### src/pkg/tcm_pkg.sv
// Constants, field layout and helper functions of the 16-bit timer output compare block.
// Contract
// - A counter write suppresses every compare match in the next timer cycle.
// - Writing counter equal to variable TOP skips that match; counter runs to 0xFFFF.
// - Compare output state keeps its value across waveform mode changes.
// - Output action field is unbuffered and governs the first match after its write.
// - System reset clears the compare output state to zero.
// - Nonzero action overrides port value; pin drives only when direction selects output.
// - Action zero leaves the compare output state unchanged on a match.
// - Output action field never touches the capture side.
// - In non-PWM modes a force strobe applies the configured action at once.
// - Mode field picks counting; action field picks only output behaviour.
// - Mode 0 always counts up, never clears on match, wraps 0xFFFF to 0x0000.
// - Normal mode sets overflow flag as counter becomes zero; only cleared elsewhere.
// - Clear-on-match mode sets overflow flag on the MAX to 0x0000 roll.
// - Modes 4 and 12 clear the counter after it matches TOP (A or capture).
// - Clear-on-match TOP sets flag A or the capture flag per TOP source.
// - TOP is unbuffered; a TOP below the counter waits for the wrap.
// - Toggle action on channel A in clear-on-match gives a square wave.
// - Toggle frequency is clock over twice prescale times one plus compare.
// - Comparator matches counter against each channel; flag sets next timer cycle.
// - Forced compare updates output only, no flag, no counter change.
package tcm_pkg;
	localparam int unsigned CLK_HZ = 20000000;
	localparam int AW = 8;
	localparam int DW = 32;
	localparam int CW = 16;
	localparam logic [AW-1:0] OFS_CTRL = 8'h00;
	localparam logic [AW-1:0] OFS_FORCE = 8'h04;
	localparam logic [AW-1:0] OFS_COUNT = 8'h08;
	localparam logic [AW-1:0] OFS_CMPA = 8'h0c;
	localparam logic [AW-1:0] OFS_CMPB = 8'h10;
	localparam logic [AW-1:0] OFS_CAPT = 8'h14;
	localparam logic [AW-1:0] OFS_FLAGS = 8'h18;
	localparam logic [AW-1:0] OFS_STAT = 8'h1c;
	localparam int CTRL_W = 15;
	localparam int CTRL_MODE = 0;
	localparam int CTRL_ACT_A = 4;
	localparam int CTRL_ACT_B = 6;
	localparam int CTRL_DIR_A = 8;
	localparam int CTRL_DIR_B = 9;
	localparam int CTRL_PORT_A = 10;
	localparam int CTRL_PORT_B = 11;
	localparam int CTRL_CS = 12;
	localparam logic [CTRL_W-1:0] CTRL_RST = 15'h0000;
	localparam int FLG_OVF = 0;
	localparam int FLG_CMPA = 1;
	localparam int FLG_CMPB = 2;
	localparam int FLG_CAPT = 3;
	localparam int FLG_W = 4;
	localparam logic [3:0] MODE_NORMAL = 4'h0;
	localparam logic [3:0] MODE_CTC_A = 4'h4;
	localparam logic [3:0] MODE_CTC_CAP = 4'hc;
	localparam logic [3:0] MODE_FPWM_CAP = 4'he;
	localparam logic [3:0] MODE_FPWM_A = 4'hf;
	localparam logic [1:0] ACT_NONE = 2'h0;
	localparam logic [1:0] ACT_TOGGLE = 2'h1;
	localparam logic [1:0] ACT_CLEAR = 2'h2;
	localparam logic [1:0] ACT_SET = 2'h3;
	localparam logic [2:0] CS_STOP = 3'h0;
	localparam logic [2:0] CS_DIV1 = 3'h1;
	localparam logic [2:0] CS_DIV8 = 3'h2;
	localparam logic [2:0] CS_DIV64 = 3'h3;
	localparam logic [2:0] CS_DIV256 = 3'h4;
	localparam logic [2:0] CS_DIV1024 = 3'h5;
	localparam logic [CW-1:0] CNT_MAX = 16'hffff;
	localparam logic [CW-1:0] CNT_BOTTOM = 16'h0000;
	localparam logic [CW-1:0] CNT_ONE = 16'h0001;

	// Only normal and the two clear-on-match modes are non-PWM.
	function automatic logic is_pwm(input logic [3:0] m);
		return (m != MODE_NORMAL) && (m != MODE_CTC_A) && (m != MODE_CTC_CAP);
	endfunction

	function automatic logic top_from_capt(input logic [3:0] m);
		return (m == MODE_CTC_CAP) || (m == MODE_FPWM_CAP);
	endfunction

	function automatic logic top_from_a(input logic [3:0] m);
		return (m == MODE_CTC_A) || (m == MODE_FPWM_A);
	endfunction
endpackage

### src/design/tcm_prescale.sv
// Timer tick generator that divides the system clock by the selected prescale factor.
`timescale 1ns/1ps
`default_nettype none
module tcm_prescale #(
	parameter int DIV_W = 10
) (
	input wire logic clk,
	input wire logic arst_n,
	input wire logic [2:0] sel,
	output logic tick
);
	import tcm_pkg::*;

	logic [DIV_W-1:0] div_ff;

	// Free divider; held at zero while stopped so every start is aligned.
	always_ff @(posedge clk or negedge arst_n) begin
		if (!arst_n) begin
			div_ff <= '0;
		end else if (sel == CS_STOP) begin
			div_ff <= '0;
		end else begin
			div_ff <= div_ff + {{(DIV_W-1){1'b0}}, 1'b1};
		end
	end

	// One tick per full run of the low bits; unused codes keep the timer stopped.
	always_comb begin
		unique case (sel)
			CS_DIV1: tick = 1'b1;
			CS_DIV8: tick = &div_ff[2:0];
			CS_DIV64: tick = &div_ff[5:0];
			CS_DIV256: tick = &div_ff[7:0];
			CS_DIV1024: tick = &div_ff[9:0];
			default: tick = 1'b0;
		endcase
	end
endmodule
`default_nettype wire

### src/design/tcm_out_unit.sv
// Compare output unit of one channel: output state register and pin override.
`timescale 1ns/1ps
`default_nettype none
module tcm_out_unit (
	input wire logic clk,
	input wire logic arst_n,
	input wire logic tick,
	input wire logic match,
	input wire logic force_cmp,
	input wire logic pwm,
	input wire logic [1:0] action,
	input wire logic dir,
	input wire logic port_val,
	output logic state,
	output logic pin_out,
	output logic pin_oe_n
);
	import tcm_pkg::*;

	logic oc_ff;
	logic act_now;

	// A real match acts on a tick and a force acts at once, both only outside PWM.
	assign act_now = (tick & match & ~pwm) | (force_cmp & ~pwm);

	// The state ignores mode changes, so it survives switching modes.
	always_ff @(posedge clk or negedge arst_n) begin
		if (!arst_n) begin
			oc_ff <= 1'b0;
		end else if (act_now) begin
			unique case (action)
				ACT_NONE: oc_ff <= oc_ff;
				ACT_TOGGLE: oc_ff <= ~oc_ff;
				ACT_CLEAR: oc_ff <= 1'b0;
				ACT_SET: oc_ff <= 1'b1;
			endcase
		end
	end

	assign state = oc_ff;
	// Any nonzero action steals the pin from the port; direction stays software's.
	assign pin_out = (action != ACT_NONE) ? oc_ff : port_val;
	assign pin_oe_n = ~dir;
endmodule
`default_nettype wire

### src/design/tcm_timer16_compare.sv
// Top of the 16-bit timer output compare block with its APB register slave.
//
// Our own choices: the APB register port and the address map.
`timescale 1ns/1ps
`default_nettype none
module tcm_timer16_compare (
	input wire logic clk,
	input wire logic arst_n,
	input wire logic psel,
	input wire logic penable,
	input wire logic pwrite,
	input wire logic [tcm_pkg::AW-1:0] paddr,
	input wire logic [tcm_pkg::DW-1:0] pwdata,
	output logic [tcm_pkg::DW-1:0] prdata,
	output logic pready,
	output logic pslverr,
	output logic wave_a_out,
	output logic wave_a_oe_n,
	output logic wave_b_out,
	output logic wave_b_oe_n
);
	import tcm_pkg::*;

	logic [CTRL_W-1:0] ctrl_ff;
	logic [CW-1:0] cnt_ff;
	logic [CW-1:0] cmpa_ff;
	logic [CW-1:0] cmpb_ff;
	logic [CW-1:0] capt_ff;
	logic [FLG_W-1:0] flags_ff;
	logic [DW-1:0] prdata_ff;
	logic block_ff;

	logic [3:0] mode;
	logic [1:0] act_a;
	logic [1:0] act_b;
	logic [2:0] clk_sel;
	logic pwm;
	logic tick;
	logic wr_en;
	logic rd_setup;
	logic mapped;
	logic wr_cnt;
	logic [1:0] frc;
	logic [FLG_W-1:0] clr;
	logic [FLG_W-1:0] set;
	logic top_mode;
	logic [CW-1:0] top_val;
	logic match_a;
	logic match_b;
	logic match_top;
	logic oc_a;
	logic oc_b;
	logic [DW-1:0] rd_mux;

	// Control fields are read live, so a new action field governs the next match.
	assign mode = ctrl_ff[CTRL_MODE +: 4];
	assign act_a = ctrl_ff[CTRL_ACT_A +: 2];
	assign act_b = ctrl_ff[CTRL_ACT_B +: 2];
	assign clk_sel = ctrl_ff[CTRL_CS +: 3];
	assign pwm = is_pwm(mode);

	// APB decode; the slave never waits and flags unmapped words as errors.
	assign wr_en = psel & penable & pwrite;
	assign rd_setup = psel & ~penable & ~pwrite;
	assign pready = 1'b1;
	assign prdata = prdata_ff;
	always_comb begin
		unique case (paddr)
			OFS_CTRL, OFS_FORCE, OFS_COUNT, OFS_CMPA: mapped = 1'b1;
			OFS_CMPB, OFS_CAPT, OFS_FLAGS, OFS_STAT: mapped = 1'b1;
			default: mapped = 1'b0;
		endcase
	end
	assign pslverr = psel & penable & ~mapped;

	// Write strobes; a force is a one-shot write, never stored.
	assign wr_cnt = wr_en & (paddr == OFS_COUNT);
	assign frc = (wr_en && paddr == OFS_FORCE) ? pwdata[1:0] : 2'h0;
	assign clr = (wr_en && paddr == OFS_FLAGS) ? pwdata[FLG_W-1:0] : '0;

	// Prescaler tick gates all counting; register writes use every system edge.
	tcm_prescale #(
		.DIV_W(10)
	) u_presc (
		.clk(clk),
		.arst_n(arst_n),
		.sel(clk_sel),
		.tick(tick)
	);

	// Configuration registers written at the APB access edge.
	always_ff @(posedge clk or negedge arst_n) begin
		if (!arst_n) begin
			ctrl_ff <= CTRL_RST;
			cmpa_ff <= CNT_BOTTOM;
			cmpb_ff <= CNT_BOTTOM;
			capt_ff <= CNT_BOTTOM;
		end else if (wr_en) begin
			if (paddr == OFS_CTRL) begin
				ctrl_ff <= pwdata[CTRL_W-1:0];
			end
			// Compare values are not buffered in these modes; TOP may drop below the count.
			if (paddr == OFS_CMPA) begin
				cmpa_ff <= pwdata[CW-1:0];
			end
			if (paddr == OFS_CMPB) begin
				cmpb_ff <= pwdata[CW-1:0];
			end
			if (paddr == OFS_CAPT) begin
				capt_ff <= pwdata[CW-1:0];
			end
		end
	end

	// Comparators; a pending block hides every match, TOP included.
	assign top_mode = top_from_a(mode) | top_from_capt(mode);
	assign top_val = top_from_capt(mode) ? capt_ff : cmpa_ff;
	assign match_a = (cnt_ff == cmpa_ff) & ~block_ff;
	assign match_b = (cnt_ff == cmpb_ff) & ~block_ff;
	assign match_top = top_mode & (cnt_ff == top_val) & ~block_ff;

	// The block lasts until the next tick, so it works while stopped too.
	always_ff @(posedge clk or negedge arst_n) begin
		if (!arst_n) begin
			block_ff <= 1'b0;
		end else if (wr_cnt) begin
			block_ff <= 1'b1;
		end else if (tick) begin
			block_ff <= 1'b0;
		end
	end

	// Counter: software write wins, else clear after TOP or count up with wrap.
	always_ff @(posedge clk or negedge arst_n) begin
		if (!arst_n) begin
			cnt_ff <= CNT_BOTTOM;
		end else if (wr_cnt) begin
			cnt_ff <= pwdata[CW-1:0];
		end else if (tick) begin
			if (match_top) begin
				cnt_ff <= CNT_BOTTOM;
			end else begin
				cnt_ff <= cnt_ff + CNT_ONE;
			end
		end
	end

	// Flag sources, all taken on a tick; forces never reach here.
	always_comb begin
		set = '0;
		set[FLG_OVF] = tick & (cnt_ff == CNT_MAX) & ~wr_cnt;
		set[FLG_CMPA] = tick & match_a;
		set[FLG_CMPB] = tick & match_b;
		set[FLG_CAPT] = tick & match_top & top_from_capt(mode);
	end

	// Write-one-to-clear, and a set in the same cycle beats the clear.
	always_ff @(posedge clk or negedge arst_n) begin
		if (!arst_n) begin
			flags_ff <= '0;
		end else begin
			flags_ff <= (flags_ff & ~clr) | set;
		end
	end

	// Channel A; a toggle with compare zero in mode 4 halves the tick rate.
	tcm_out_unit u_out_a (
		.clk(clk),
		.arst_n(arst_n),
		.tick(tick),
		.match(match_a),
		.force_cmp(frc[0]),
		.pwm(pwm),
		.action(act_a),
		.dir(ctrl_ff[CTRL_DIR_A]),
		.port_val(ctrl_ff[CTRL_PORT_A]),
		.state(oc_a),
		.pin_out(wave_a_out),
		.pin_oe_n(wave_a_oe_n)
	);

	// Channel B runs from the same counter with its own settings.
	tcm_out_unit u_out_b (
		.clk(clk),
		.arst_n(arst_n),
		.tick(tick),
		.match(match_b),
		.force_cmp(frc[1]),
		.pwm(pwm),
		.action(act_b),
		.dir(ctrl_ff[CTRL_DIR_B]),
		.port_val(ctrl_ff[CTRL_PORT_B]),
		.state(oc_b),
		.pin_out(wave_b_out),
		.pin_oe_n(wave_b_oe_n)
	);

	// Read mux; there is no capture unit here, so actions cannot affect one.
	always_comb begin
		rd_mux = '0;
		unique case (paddr)
			OFS_CTRL: rd_mux[CTRL_W-1:0] = ctrl_ff;
			OFS_COUNT: rd_mux[CW-1:0] = cnt_ff;
			OFS_CMPA: rd_mux[CW-1:0] = cmpa_ff;
			OFS_CMPB: rd_mux[CW-1:0] = cmpb_ff;
			OFS_CAPT: rd_mux[CW-1:0] = capt_ff;
			OFS_FLAGS: rd_mux[FLG_W-1:0] = flags_ff;
			OFS_STAT: rd_mux[1:0] = {oc_b, oc_a};
			default: rd_mux = '0;
		endcase
	end

	// Read data is captured in the setup cycle so prdata comes from a flop.
	// A flag that sets between setup and access shows on the next read.
	always_ff @(posedge clk or negedge arst_n) begin
		if (!arst_n) begin
			prdata_ff <= '0;
		end else if (rd_setup) begin
			prdata_ff <= rd_mux;
		end
	end
endmodule
`default_nettype wire

### config.mk
export PLATFORM = sky130hd
export DESIGN_NAME = tcm_timer16_compare
export DESIGN_NICKNAME = d
export VERILOG_FILES = /design/src/pkg/tcm_pkg.sv /design/src/design/tcm_prescale.sv /design/src/design/tcm_out_unit.sv /design/src/design/tcm_timer16_compare.sv
export SDC_FILE = /design/constraint.sdc
export NUM_CORES = 1
export LEC_CHECK = 0
export ABC_CLOCK_PERIOD_IN_PS = 3300
export BUFFER_PORTS_ARGS = -buffer_cell sky130_fd_sc_hd__buf_4
export CORE_UTILIZATION = 58
export CTS_CLUSTER_SIZE = 40
export DETAILED_ROUTE_END_ITERATION = 7
export PLACE_DENSITY = 0.85
export SLEW_MARGIN = 20
export SYNTH_ARGS = -nofsm -noshare
export SYNTH_HDL_FRONTEND = slang
export SYNTH_HIERARCHICAL = 1
export SYNTH_SLANG_ARGS = --single-unit
### constraint.sdc
create_clock -name clk -period 3.3 [get_ports clk]
set_input_delay 0.33 -clock clk [delete_from_list [all_inputs] [get_ports clk]]
set_output_delay 0.33 -clock clk [all_outputs]
set_load 0.02 [all_outputs]
==> impl_metrics.py, run 1 <==
metrics = {
    "run_status": {
        "outcome": "completed",
    },
    "finish": {
        "final_cell_mix": "112 x dfrtp_1, 64 x nor2_1, 58 x buf_4",
        "area_delta_synth_final_pct": 9.032,
        "fin_area_sq_um": 6918,
        "drive_gt1_share_pct": 23.09,
        "n_fill_cell": 829,
        "register_area_sq_um": 2803,
        "final_nets": 697,
        "multi_input_area_sq_um": 3236,
        "final_common_cell": "dfrtp_1",
        "diodes": 0,
    },
    "global_routing": {
        "grt_usage_pct": 32.03,
        "grt_start_max_net_pins": 63,
        "grt_pass1_wl_um": 27260,
        "grt_overflow": 0,
        "grt_pass1_vias": 4906,
        "antenna_found_initial": 0,
    },
    "placed_design": {
        "pre_cts_ws_ns": 0.5198,
        "place_area_sq_um": 6720,
        "gp_congestion": 0.9499,
        "hpwl_um": 12310,
        "io_buffers": 49,
    },
    "flow_run": {
        "max_cap_violations": 0,
    },
    "yosys": {
        "synth_edf_count": 0,
        "synth_top_area_share_pct": 44.17,
        "ys_ff_latch": 112,
        "synth_area_sq_um": 6345,
        "yosys.area.top_type": "dfrtp_1",
        "async_reset_ff_share_pct": 100.0,
        "synthFlopType": "dfrtp_1",
        "syn_area_per_cell_sq_um": 10.23,
        "ys_top_cells_by_area": "dfrtp_1 44%, mux2_2 9.4%, xor2_1 4.6%, nor2_1 3.8%, xnor2_1 3.0%",
        "yosysWarnings": 6,
        "synthCells": 620,
        "synth_cell_types": 73,
        "seq_area_frac_synth_pct": 44.17,
    },
    "sta": {
        "tightest_slew_ns": 1.008,
        "drv_slew": 0,
        "worst_hold_slack_ns": 0.03648,
        "slew-limit-headroom_pct": 32.31,
        "min_period_ns": 2.946,
        "setup_violations": 0,
        "timing.clock.skew_ns": 0.008083,
        "hold_viol_final": 0,
        "worst_slack_ns": 0.3538,
        "period_share_pct": 89.28,
        "fmax_mhz": 339.4,
        "tns_ns": 0,
        "rsz0062_at_grt": "no",
    },
    "critical_path": {
        "arrival_ns": 3.24,
        "worst_ep_required_time_ns": 3.60,
        "worstPathMaxFanout": 12,
        "worstSetupEndpointType": "flop",
        "path_class": "reg -> reg",
        "ff2ff_path_depth": 10,
        "crit_path_start_kind": "flop",
    },
    "routing": {
        "dr.first_iter.drc_count": 525,
        "drc": 0,
        "wl_per_cell_um": 21.75,
        "finalWirelength_um": 17180,
        "vias": 5100,
        "dr.pass1.iters": 7,
        "viasPerCell": 6.456,
        "drtAntennaViolNets": 0,
    },
    "cts": {
        "insertion_delay_ns": 0.38,
        "path_clk_slew_ns": 0.10,
        "cts-htree-levels": 3,
        "cts_hold_buf": 0,
        "clk_path_buf_depth": 2,
        "cts_buffers": 9,
        "cts_tree": "done",
        "root_buffer": "clkbuf_8",
        "cts_resized": 0,
        "cts_num_sinks": 112,
        "cts_setup_buffers": 0,
    },
    "die": {
        "row_count": 37,
        "initial_core_util_pct": 60.64,
        "fp.dieH_um": 106.6,
        "die_x_um": 106.6,
        "die_area_sq_um": 11360,
        "ios": 83,
        "core_area_sq_um": 10460,
    },
    "power_and_ir_drop": {
        "pwr-share-clk_pct": 30.5,
        "p_per_area_nw_per_um2": 395.4,
        "p_int_mw": 1.955,
        "p_comb_share_pct": 13.7,
        "max-vdd-ir-drop_uv": 284.3,
        "swShare_pct": 28.55,
        "power.total_mw": 2.736,
        "p_sw_mw": 0.7810,
        "power_frac_seq_pct": 55.8,
        "leakage_nw": 3.096,
    },
    "min_path": {
        "hold_path.class": "in -> async",
    },
}
[stage by stage]
stage,utilization [%],instances
6_report,66.12,790
5_1_grt,66.12,790
4_1_cts,66.12,790
3_5_place_dp,64.23,774
3_3_place_gp,64.23,774
2_1_floorplan,-,635
[worst max-delay path: stages (launching register included)]
cell	delay, ns
dfrtp_1	0.42
ha_1	0.22
nand4_1	0.22
a2111oi_0	0.33
or3_1	0.51
nand4_1	0.34
nor2_1	0.26
and3_1	0.20
xor2_1	0.15
nor2_1	0.06
nor3_1	0.15
[worst paths after layout]
path                       slack, ns                         from                          end
max                             0.35  u_presc/div_ff[0]$_DFF_PN0_        cnt_ff[9]$_DFFE_PN0P_
min                             0.04                       arst_n        prdata[0]$_DFFE_PN0P_
max reg2reg                     0.35  u_presc/div_ff[0]$_DFF_PN0_        cnt_ff[9]$_DFFE_PN0P_
min reg2reg                     0.52  u_presc/div_ff[0]$_DFF_PN0_  u_presc/div_ff[0]$_DFF_PN0_
max in group asynchronous       2.50                       arst_n      capt_ff[13]$_DFFE_PN0P_
min in group clk                0.20                   pwdata[15]      cmpa_ff[15]$_DFFE_PN0P_
[power groups by stage]
stage | registers, mW | logic, mW | clock network, mW
floorplan | 1.52 | 0.239 | 0
global placement | 1.54 | 0.368 | 0
detailed placement | 1.55 | 0.373 | 0
CTS | 1.52 | 0.375 | 0.848
global route | 1.53 | 0.414 | 0.906
finish | 1.53 | 0.375 | 0.835
[cell type report]
class / instances / share of cell area [%]
clock inverters: 5 / 0.8139
repair buffers: 59 / 6.583
well taps: 136 / 2.460
multi-input cells: 452 / 46.77
clock buffers: 11 / 2.044
flip-flops and latches: 112 / 40.51
inverters: 15 / 0.8139
[routing by layer]
| layer | GRT usage [%] | vias to the layer above | routed length, um | share of wire [%] |
|---|---|---|---|---|
| met5 | 0 | - | 0 | 0 |
| met4 | 10.86 | 0 | 429 | 2.5 |
| met1 | 44.94 | 2521 | 7309 | 43 |
| li1 | - | 2280 | - | - |
| met3 | 6.991 | 33 | 1424 | 8.3 |
| met2 | 49.35 | 266 | 8020 | 47 |
[synthesized netlist by cell type (12+ instances only)]
cell type,number
nor3_1,19
a21oi_1,22
a22oi_1,21
nor2_1,64
nand4_1,12
dfrtp_1,112
clkbuf_1,30
inv_1,15
a31oi_1,15
nand2_1,24
mux2_2,53
xnor2_1,22
buf_4,17
xor2_1,33
a222oi_1,12
nand3_1,19
[kinds of logic (layout without fill, tap and decap cells)]
family,count (synthesis),after routing,synth area share (%)
AND/OR/NAND/NOR,199,199,16.55
flip-flops,112,112,44.17
AO/OA/AOI/OAI,111,111,12.74
buffers and inverters,71,90,5.797
multiplexers,67,67,12.44
XOR/XNOR,55,55,7.592
adder cells (fa/ha/maj),3,3,0.5917
other,2,17,0.1184
[state kept, by name, indices dropped and copies added, names as in the netlist]
signal,count
cmpa_ff,16
capt_ff,16
ctrl_ff,15
u_out_b/state,1
u_presc/div_ff,10
prdata,16
block_ff,1
cnt_ff,16
flags_ff,4
u_out_a/state,1
cmpb_ff,16
No activity file was read; power rests on OpenSTA's default activity.
==> run 2: changes to the inputs <==
--- a/config.mk
+++ b/config.mk
@@ -7,12 +7,11 @@
 export LEC_CHECK = 0
 export ABC_CLOCK_PERIOD_IN_PS = 3300
 export BUFFER_PORTS_ARGS = -buffer_cell sky130_fd_sc_hd__buf_4
-export CORE_UTILIZATION = 58
+export CORE_UTILIZATION = 40
 export CTS_CLUSTER_SIZE = 40
 export DETAILED_ROUTE_END_ITERATION = 7
-export PLACE_DENSITY = 0.85
+export PLACE_DENSITY = 0.64
 export SLEW_MARGIN = 20
 export SYNTH_ARGS = -nofsm -noshare
 export SYNTH_HDL_FRONTEND = slang
-export SYNTH_HIERARCHICAL = 1
 export SYNTH_SLANG_ARGS = --single-unit
==> impl_metrics.py, run 2 <==
metrics = {
    "flow_run": {
        "max_cap_violations": 0,
    },
    "routing": {
        "viasPerCell": 5.476,
        "finalWirelength_um": 16840,
        "dr.first_iter.drc_count": 351,
        "dr.pass1.iters": 5,
        "drtAntennaViolNets": 0,
        "wl_per_cell_um": 19.12,
        "vias": 4824,
        "drc": 0,
    },
    "yosys": {
        "synth_cell_types": 64,
        "synth_area_sq_um": 6505,
        "syn_area_per_cell_sq_um": 10.33,
        "seq_area_frac_synth_pct": 43.09,
        "async_reset_ff_share_pct": 100.0,
        "yosys.area.top_type": "dfrtp_1",
        "synthFlopType": "dfrtp_1",
        "ys_top_cells_by_area": "dfrtp_1 43%, mux2_2 11%, mux2i_1 5.4%, xnor2_1 4.3%, xor2_1 3.4%",
        "synth_edf_count": 0,
        "ys_ff_latch": 112,
        "synth_top_area_share_pct": 43.09,
        "yosysWarnings": 0,
        "yosys-top-cells-count": "112 x dfrtp_1, 62 x mux2_2, 57 x nand2_1, 35 x mux2i_1, 34 x o21ai_0",
        "synthCells": 630,
        "synth.most_common_cell": "dfrtp_1",
    },
    "sta": {
        "slew-limit-headroom_pct": 35.30,
        "min_period_ns": 2.679,
        "rsz0062_at_grt": "no",
        "timing.clock.skew_ns": 0.01039,
        "tightest_slew_ns": 0.9631,
        "setup_violations": 0,
        "hold_viol_final": 0,
        "period_share_pct": 81.20,
        "tns_ns": 0,
        "drv_slew": 0,
        "worst_slack_ns": 0.6205,
        "fmax_mhz": 373.2,
    },
    "cts": {
        "cts-htree-levels": 3,
        "cts_resized": 0,
        "cts_hold_buf": 0,
        "insertion_delay_ns": 0.36,
        "clk_path_buf_depth": 2,
        "cts_buffers": 9,
        "root_buffer": "clkbuf_16",
        "cts_setup_buffers": 0,
        "cts_num_sinks": 112,
        "cts_tree": "done",
        "path_clk_slew_ns": 0.07,
    },
    "run_status": {
        "outcome": "completed",
    },
    "global_routing": {
        "grt_busiest_layer": "met2",
        "grt_start_max_net_pins": 57,
        "met1_usage_pct": 28.09,
        "grt_pass1_wl_um": 27460,
        "met3_usage_pct": 3.881,
        "grt_usage_pct": 21.86,
        "antenna_found_initial": 0,
        "grt_overflow": 0,
        "grtUsageMet2_pct": 36.46,
        "grt_pass1_vias": 4948,
    },
    "finish": {
        "final_nets": 708,
        "final_util_pct": 45.65,
        "drive_gt1_share_pct": 25.11,
        "final_common_cell": "dfrtp_1",
        "area_delta_synth_final_pct": 11.48,
        "fin_area_sq_um": 7252,
        "multi_input_area_sq_um": 3288,
        "register_area_sq_um": 2803,
        "diodes": 0,
        "n_fill_cell": 1528,
        "final_cell_mix": "112 x dfrtp_1, 63 x buf_4, 62 x mux2_2",
    },
    "placed_design": {
        "io_buffers": 49,
        "gp_congestion": 0.8839,
        "place_area_sq_um": 6914,
        "hpwl_um": 12250,
        "pre_cts_ws_ns": 0.4491,
    },
    "critical_path": {
        "worstPathMaxFanout": 13,
        "arrival_ns": 2.96,
        "crit_path_start_kind": "flop",
        "worst_ep_required_time_ns": 3.58,
        "path_class": "reg -> reg",
        "worstSetupEndpointType": "flop",
    },
    "die": {
        "core_area_sq_um": 15890,
        "die_x_um": 129.5,
        "row_count": 46,
        "fp.dieH_um": 129.5,
        "initial_core_util_pct": 40.95,
        "die_area_sq_um": 16780,
        "ios": 83,
    },
    "power_and_ir_drop": {
        "p_per_area_nw_per_um2": 478.1,
        "power.total_mw": 3.467,
        "max-vdd-ir-drop_uv": 279.6,
        "leakage_nw": 3.240,
    },
    "min_path": {
        "hold_path.class": "in -> async",
    },
}
-- run 2: cell families (layout without fill, tap and decap cells) --
kind of cell               count (synthesis)  in the layout  synth area share, %
muxes                                     97             97                16.12
AOI/OAI and AO/OA                        113            113                11.23
buffers and inverters                     76             96                7.328
xor gates and xnor gates                  60             60                8.425
and+or+nand+nor                          167            167                13.12
other                                      2             17               0.1154
adders and majority gates                  3              3               0.5771
DFF                                      112            112                43.09
-- run 2: worst paths after layout --
check	from	end	slack, ns	cells after the start
worst max register to register	ctrl_ff[0]$_DFFE_PN0P_	cnt_ff[9]$_DFFE_PN0P_	0.62	7
max in group asynchronous	arst_n	cmpb_ff[12]$_DFFE_PN0P_	2.47	2
worst min register to register	prdata[6]$_DFFE_PN0P_	prdata[6]$_DFFE_PN0P_	0.48	2
min in group clk	pwdata[8]	cnt_ff[8]$_DFFE_PN0P_	0.20	3
worst min-delay path	arst_n	prdata[4]$_DFFE_PN0P_	0.03	1
worst max-delay path	ctrl_ff[0]$_DFFE_PN0P_	cnt_ff[9]$_DFFE_PN0P_	0.62	7
-- run 2: stage by stage --
stage | hold slack (ns) | std cells
final | 0.03285 | 881
after global routing | 0.09436 | 881
after CTS | 0.05902 | 881
after detailed placement | 0.4435 | 865
after global placement | 0.4370 | 865
after floorplan | 0.03441 | 645
-- run 2: critical path, stage by stage, from the launching register on --
cell and delay [ns]:
dfrtp_1 0.43, and3b_2 0.46, mux2i_1 0.35, xnor2_1 0.18, nor3_1 0.12, and3_4 0.24, or4_2 0.61, a31oi_1 0.21
-- run 2: layout make-up --
cell class                 count  share of cell area, %
sequential                   112                  38.65
clock buffer                  11                  3.485
inverter                      16                 0.8282
timing repair buffer          64                  6.798
tap                          216                  3.727
multi-input combinational    457                  45.34
clock inverter                 5                  1.173
-- run 2: metal layers --
| metal | wire (um) | vias to the layer above | part of all wire [%] |
|---|---|---|---|
| li1 | - | 2256 | - |
| met1 | 7376 | 2387 | 44 |
| met3 | 843 | 29 | 5.0 |
| met2 | 8160 | 152 | 48 |
| met4 | 463 | 0 | 2.7 |
| met5 | 0 | - | 0 |
-- run 2: power breakdown --
group | switching (mW) | leakage, nW | internal [mW] | total, mW
logic | 0.347 | 1.62 | 0.282 | 0.629
clock network | 0.529 | 0.163 | 0.713 | 1.24
registers | 0.156 | 1.46 | 1.44 | 1.60
==> run 3: changes to the inputs <==
--- a/config.mk
+++ b/config.mk
@@ -5,7 +5,7 @@
 export SDC_FILE = /design/constraint.sdc
 export NUM_CORES = 1
 export LEC_CHECK = 0
-export ABC_CLOCK_PERIOD_IN_PS = 3300
+export ABC_CLOCK_PERIOD_IN_PS = 2500
 export BUFFER_PORTS_ARGS = -buffer_cell sky130_fd_sc_hd__buf_4
 export CORE_UTILIZATION = 40
 export CTS_CLUSTER_SIZE = 40
==> constraint.sdc (replaced) <==
create_clock -name clk -period 2.5 [get_ports clk]
set_input_delay 0.25 -clock clk [delete_from_list [all_inputs] [get_ports clk]]
set_output_delay 0.25 -clock clk [all_outputs]
set_load 0.02 [all_outputs]
==> impl_metrics.py, run 3 (same netlist as run 2, synthesis figures left out) <==
metrics = {
    "run_status": {
        "outcome": "completed",
    },
    "sta": {
        "worst_slack_ns": 0.05877,
        "min_period_ns": 2.441,
        "rsz0062_at_grt": "yes",
        "setup_violations": 0,
        "slew-limit-headroom_pct": 46.41,
        "tightest_slew_ns": 0.8019,
        "drv_slew": 0,
        "fmax_mhz": 409.6,
        "period_share_pct": 97.65,
        "hold_viol_final": 0,
        "timing.clock.skew_ns": 0.009903,
    },
    "power_and_ir_drop": {
        "power_frac_seq_pct": 44.4,
        "max-vdd-ir-drop_uv": 406.4,
        "p_per_area_nw_per_um2": 610.0,
        "leakage_nw": 3.361,
        "pwr-share-clk_pct": 32.9,
        "p_int_mw": 3.214,
        "swShare_pct": 29.27,
        "p_comb_share_pct": 22.8,
        "p_sw_mw": 1.330,
    },
    "critical_path": {
        "crit_path_start_kind": "flop",
        "worstPathMaxFanout": 8,
        "worst_ep_required_time_ns": 2.72,
        "arrival_ns": 2.66,
        "worstSetupEndpointType": "flop",
        "r2r_slack_ns": 0.06,
        "path_class": "reg -> reg",
    },
    "die": {
        "row_count": 46,
        "ios": 83,
        "die_x_um": 129.5,
        "die_area_sq_um": 16780,
        "initial_core_util_pct": 40.95,
        "core_area_sq_um": 15890,
        "fp.dieH_um": 129.5,
    },
    "global_routing": {
        "grt_pass1_wl_um": 26830,
        "grt_start_max_net_pins": 74,
        "grt_usage_pct": 21.47,
        "grt_pass1_vias": 4906,
        "antenna_found_initial": 0,
        "grt_overflow": 0,
    },
    "routing": {
        "vias": 4982,
        "dr.pass1.iters": 5,
        "dr.first_iter.drc_count": 398,
        "drtAntennaViolNets": 0,
        "finalWirelength_um": 16760,
        "drc": 0,
        "viasPerCell": 5.493,
        "wl_per_cell_um": 18.48,
    },
    "placed_design": {
        "gp_congestion": 0.9065,
        "hpwl_um": 12310,
        "pre_cts_ws_ns": -0.01195,
        "place_area_sq_um": 7087,
        "dp.cells": 888,
        "io_buffers": 49,
    },
    "finish": {
        "diodes": 0,
        "area_delta_synth_final_pct": 14.50,
        "final_util_pct": 46.89,
        "drive_gt1_share_pct": 28.80,
        "final_nets": 735,
        "final_common_cell": "dfrtp_1",
        "fin_area_sq_um": 7448,
        "instances_no_fill": 907,
        "final_cell_mix": "111 x dfrtp_1, 88 x buf_4, 62 x mux2_2",
    },
    "cts": {
        "cts_num_sinks": 112,
        "path_clk_slew_ns": 0.07,
        "cts-htree-levels": 3,
        "clk_path_buf_depth": 2,
        "cts_tree": "done",
        "root_buffer": "clkbuf_16",
        "cts_buffers": 9,
        "insertion_delay_ns": 0.36,
    },
    "flow_run": {
        "max_cap_violations": 0,
    },
    "min_path": {
        "hold_path.class": "in -> reg",
    },
}
## run 3: cell types whose count changed in the layout (fill, tap and decap cells not counted), sizes merged
cell / delta
dlygate4sd3: +1
clkinv: +2
and3: +1
buf: +25
clkinvlp: -1
clkbuf: +1
bufinv: -1
inv: -2
## run 3: cell type report
cell class | count | area, sq um
fillers | 1499 | 8437
multi-input cells | 458 | 3317
flip-flops and latches | 112 | 2804
repair buffers | 90 | 690.7
well taps | 216 | 270.3
clock buffers | 12 | 266.5
inverters | 16 | 60.06
clock inverters | 3 | 40.04
## run 3: power groups by stage
| stage | sequential (mW) | combinational (mW) | clock (mW) |
|---|---|---|---|
| 3_5_place_dp | 2.05 | 1.01 | 0 |
| 5_1_grt | 2.03 | 1.13 | 1.59 |
| 2_1_floorplan | 1.98 | 0.825 | 0 |
| 4_1_cts | 2.01 | 1.02 | 1.53 |
| 6_report | 2.02 | 1.04 | 1.49 |
| 3_3_place_gp | 2.04 | 1.00 | 0 |
## run 3: per-stage QoR
stage / setup TNS, ns / power, mW / hold slack [ns]
after floorplan: 0 / 2.802 / -0.04559
after global placement: 0 / 3.046 / 0.2627
after detailed placement: -0.01195 / 3.061 / 0.2648
after CTS: 0 / 4.563 / 0.1288
after global routing: -0.02592 / 4.752 / 0.1424
final: 0 / 4.543 / 0.1369
## run 3: metal layers
layer / vias to the layer above / track usage [%] / wire length [um]
met2: 180 / 34.91 / 7964
li1: 2317 / - / -
met1: 2454 / 28.00 / 7204
met3: 31 / 4.418 / 1112
met5: - / 0 / 0
met4: 0 / 8.618 / 476
## run 3: worst paths after layout
check / start / endpoint / cells after the start
min in group asynchronous: arst_n / prdata[3]$_DFFE_PN0P_ / 2
min: pwdata[8] / cnt_ff[8]$_DFFE_PN0P_ / 3
max: ctrl_ff[2]$_DFFE_PN0P_ / cnt_ff[9]$_DFFE_PN0P_ / 7
min reg2reg: u_presc.div_ff[0]$_DFF_PN0_ / u_presc.div_ff[0]$_DFF_PN0_ / 1
max reg2reg: ctrl_ff[2]$_DFFE_PN0P_ / cnt_ff[9]$_DFFE_PN0P_ / 7
max in group asynchronous: arst_n / cmpb_ff[10]$_DFFE_PN0P_ / 3
## run 3: worst max-delay path, cell delays in order (launching register included)
cell,delay (ns)
dfrtp_2,0.44
and3b_2,0.31
buf_4,0.17
or4_4,0.43
a2111oi_4,0.36
and3_4,0.29
a2bb2oi_1,0.18
a31oi_1,0.11
## run 3: repair_timing
item,in CTS,in global routing
hold buffers,1,0
gates cloned,0,1
pin swaps,1,5
setup endpoints to repair,3,16
setup buffers,1,1
endpoints found under the hold margin,39,0
gates resized for setup,1,8
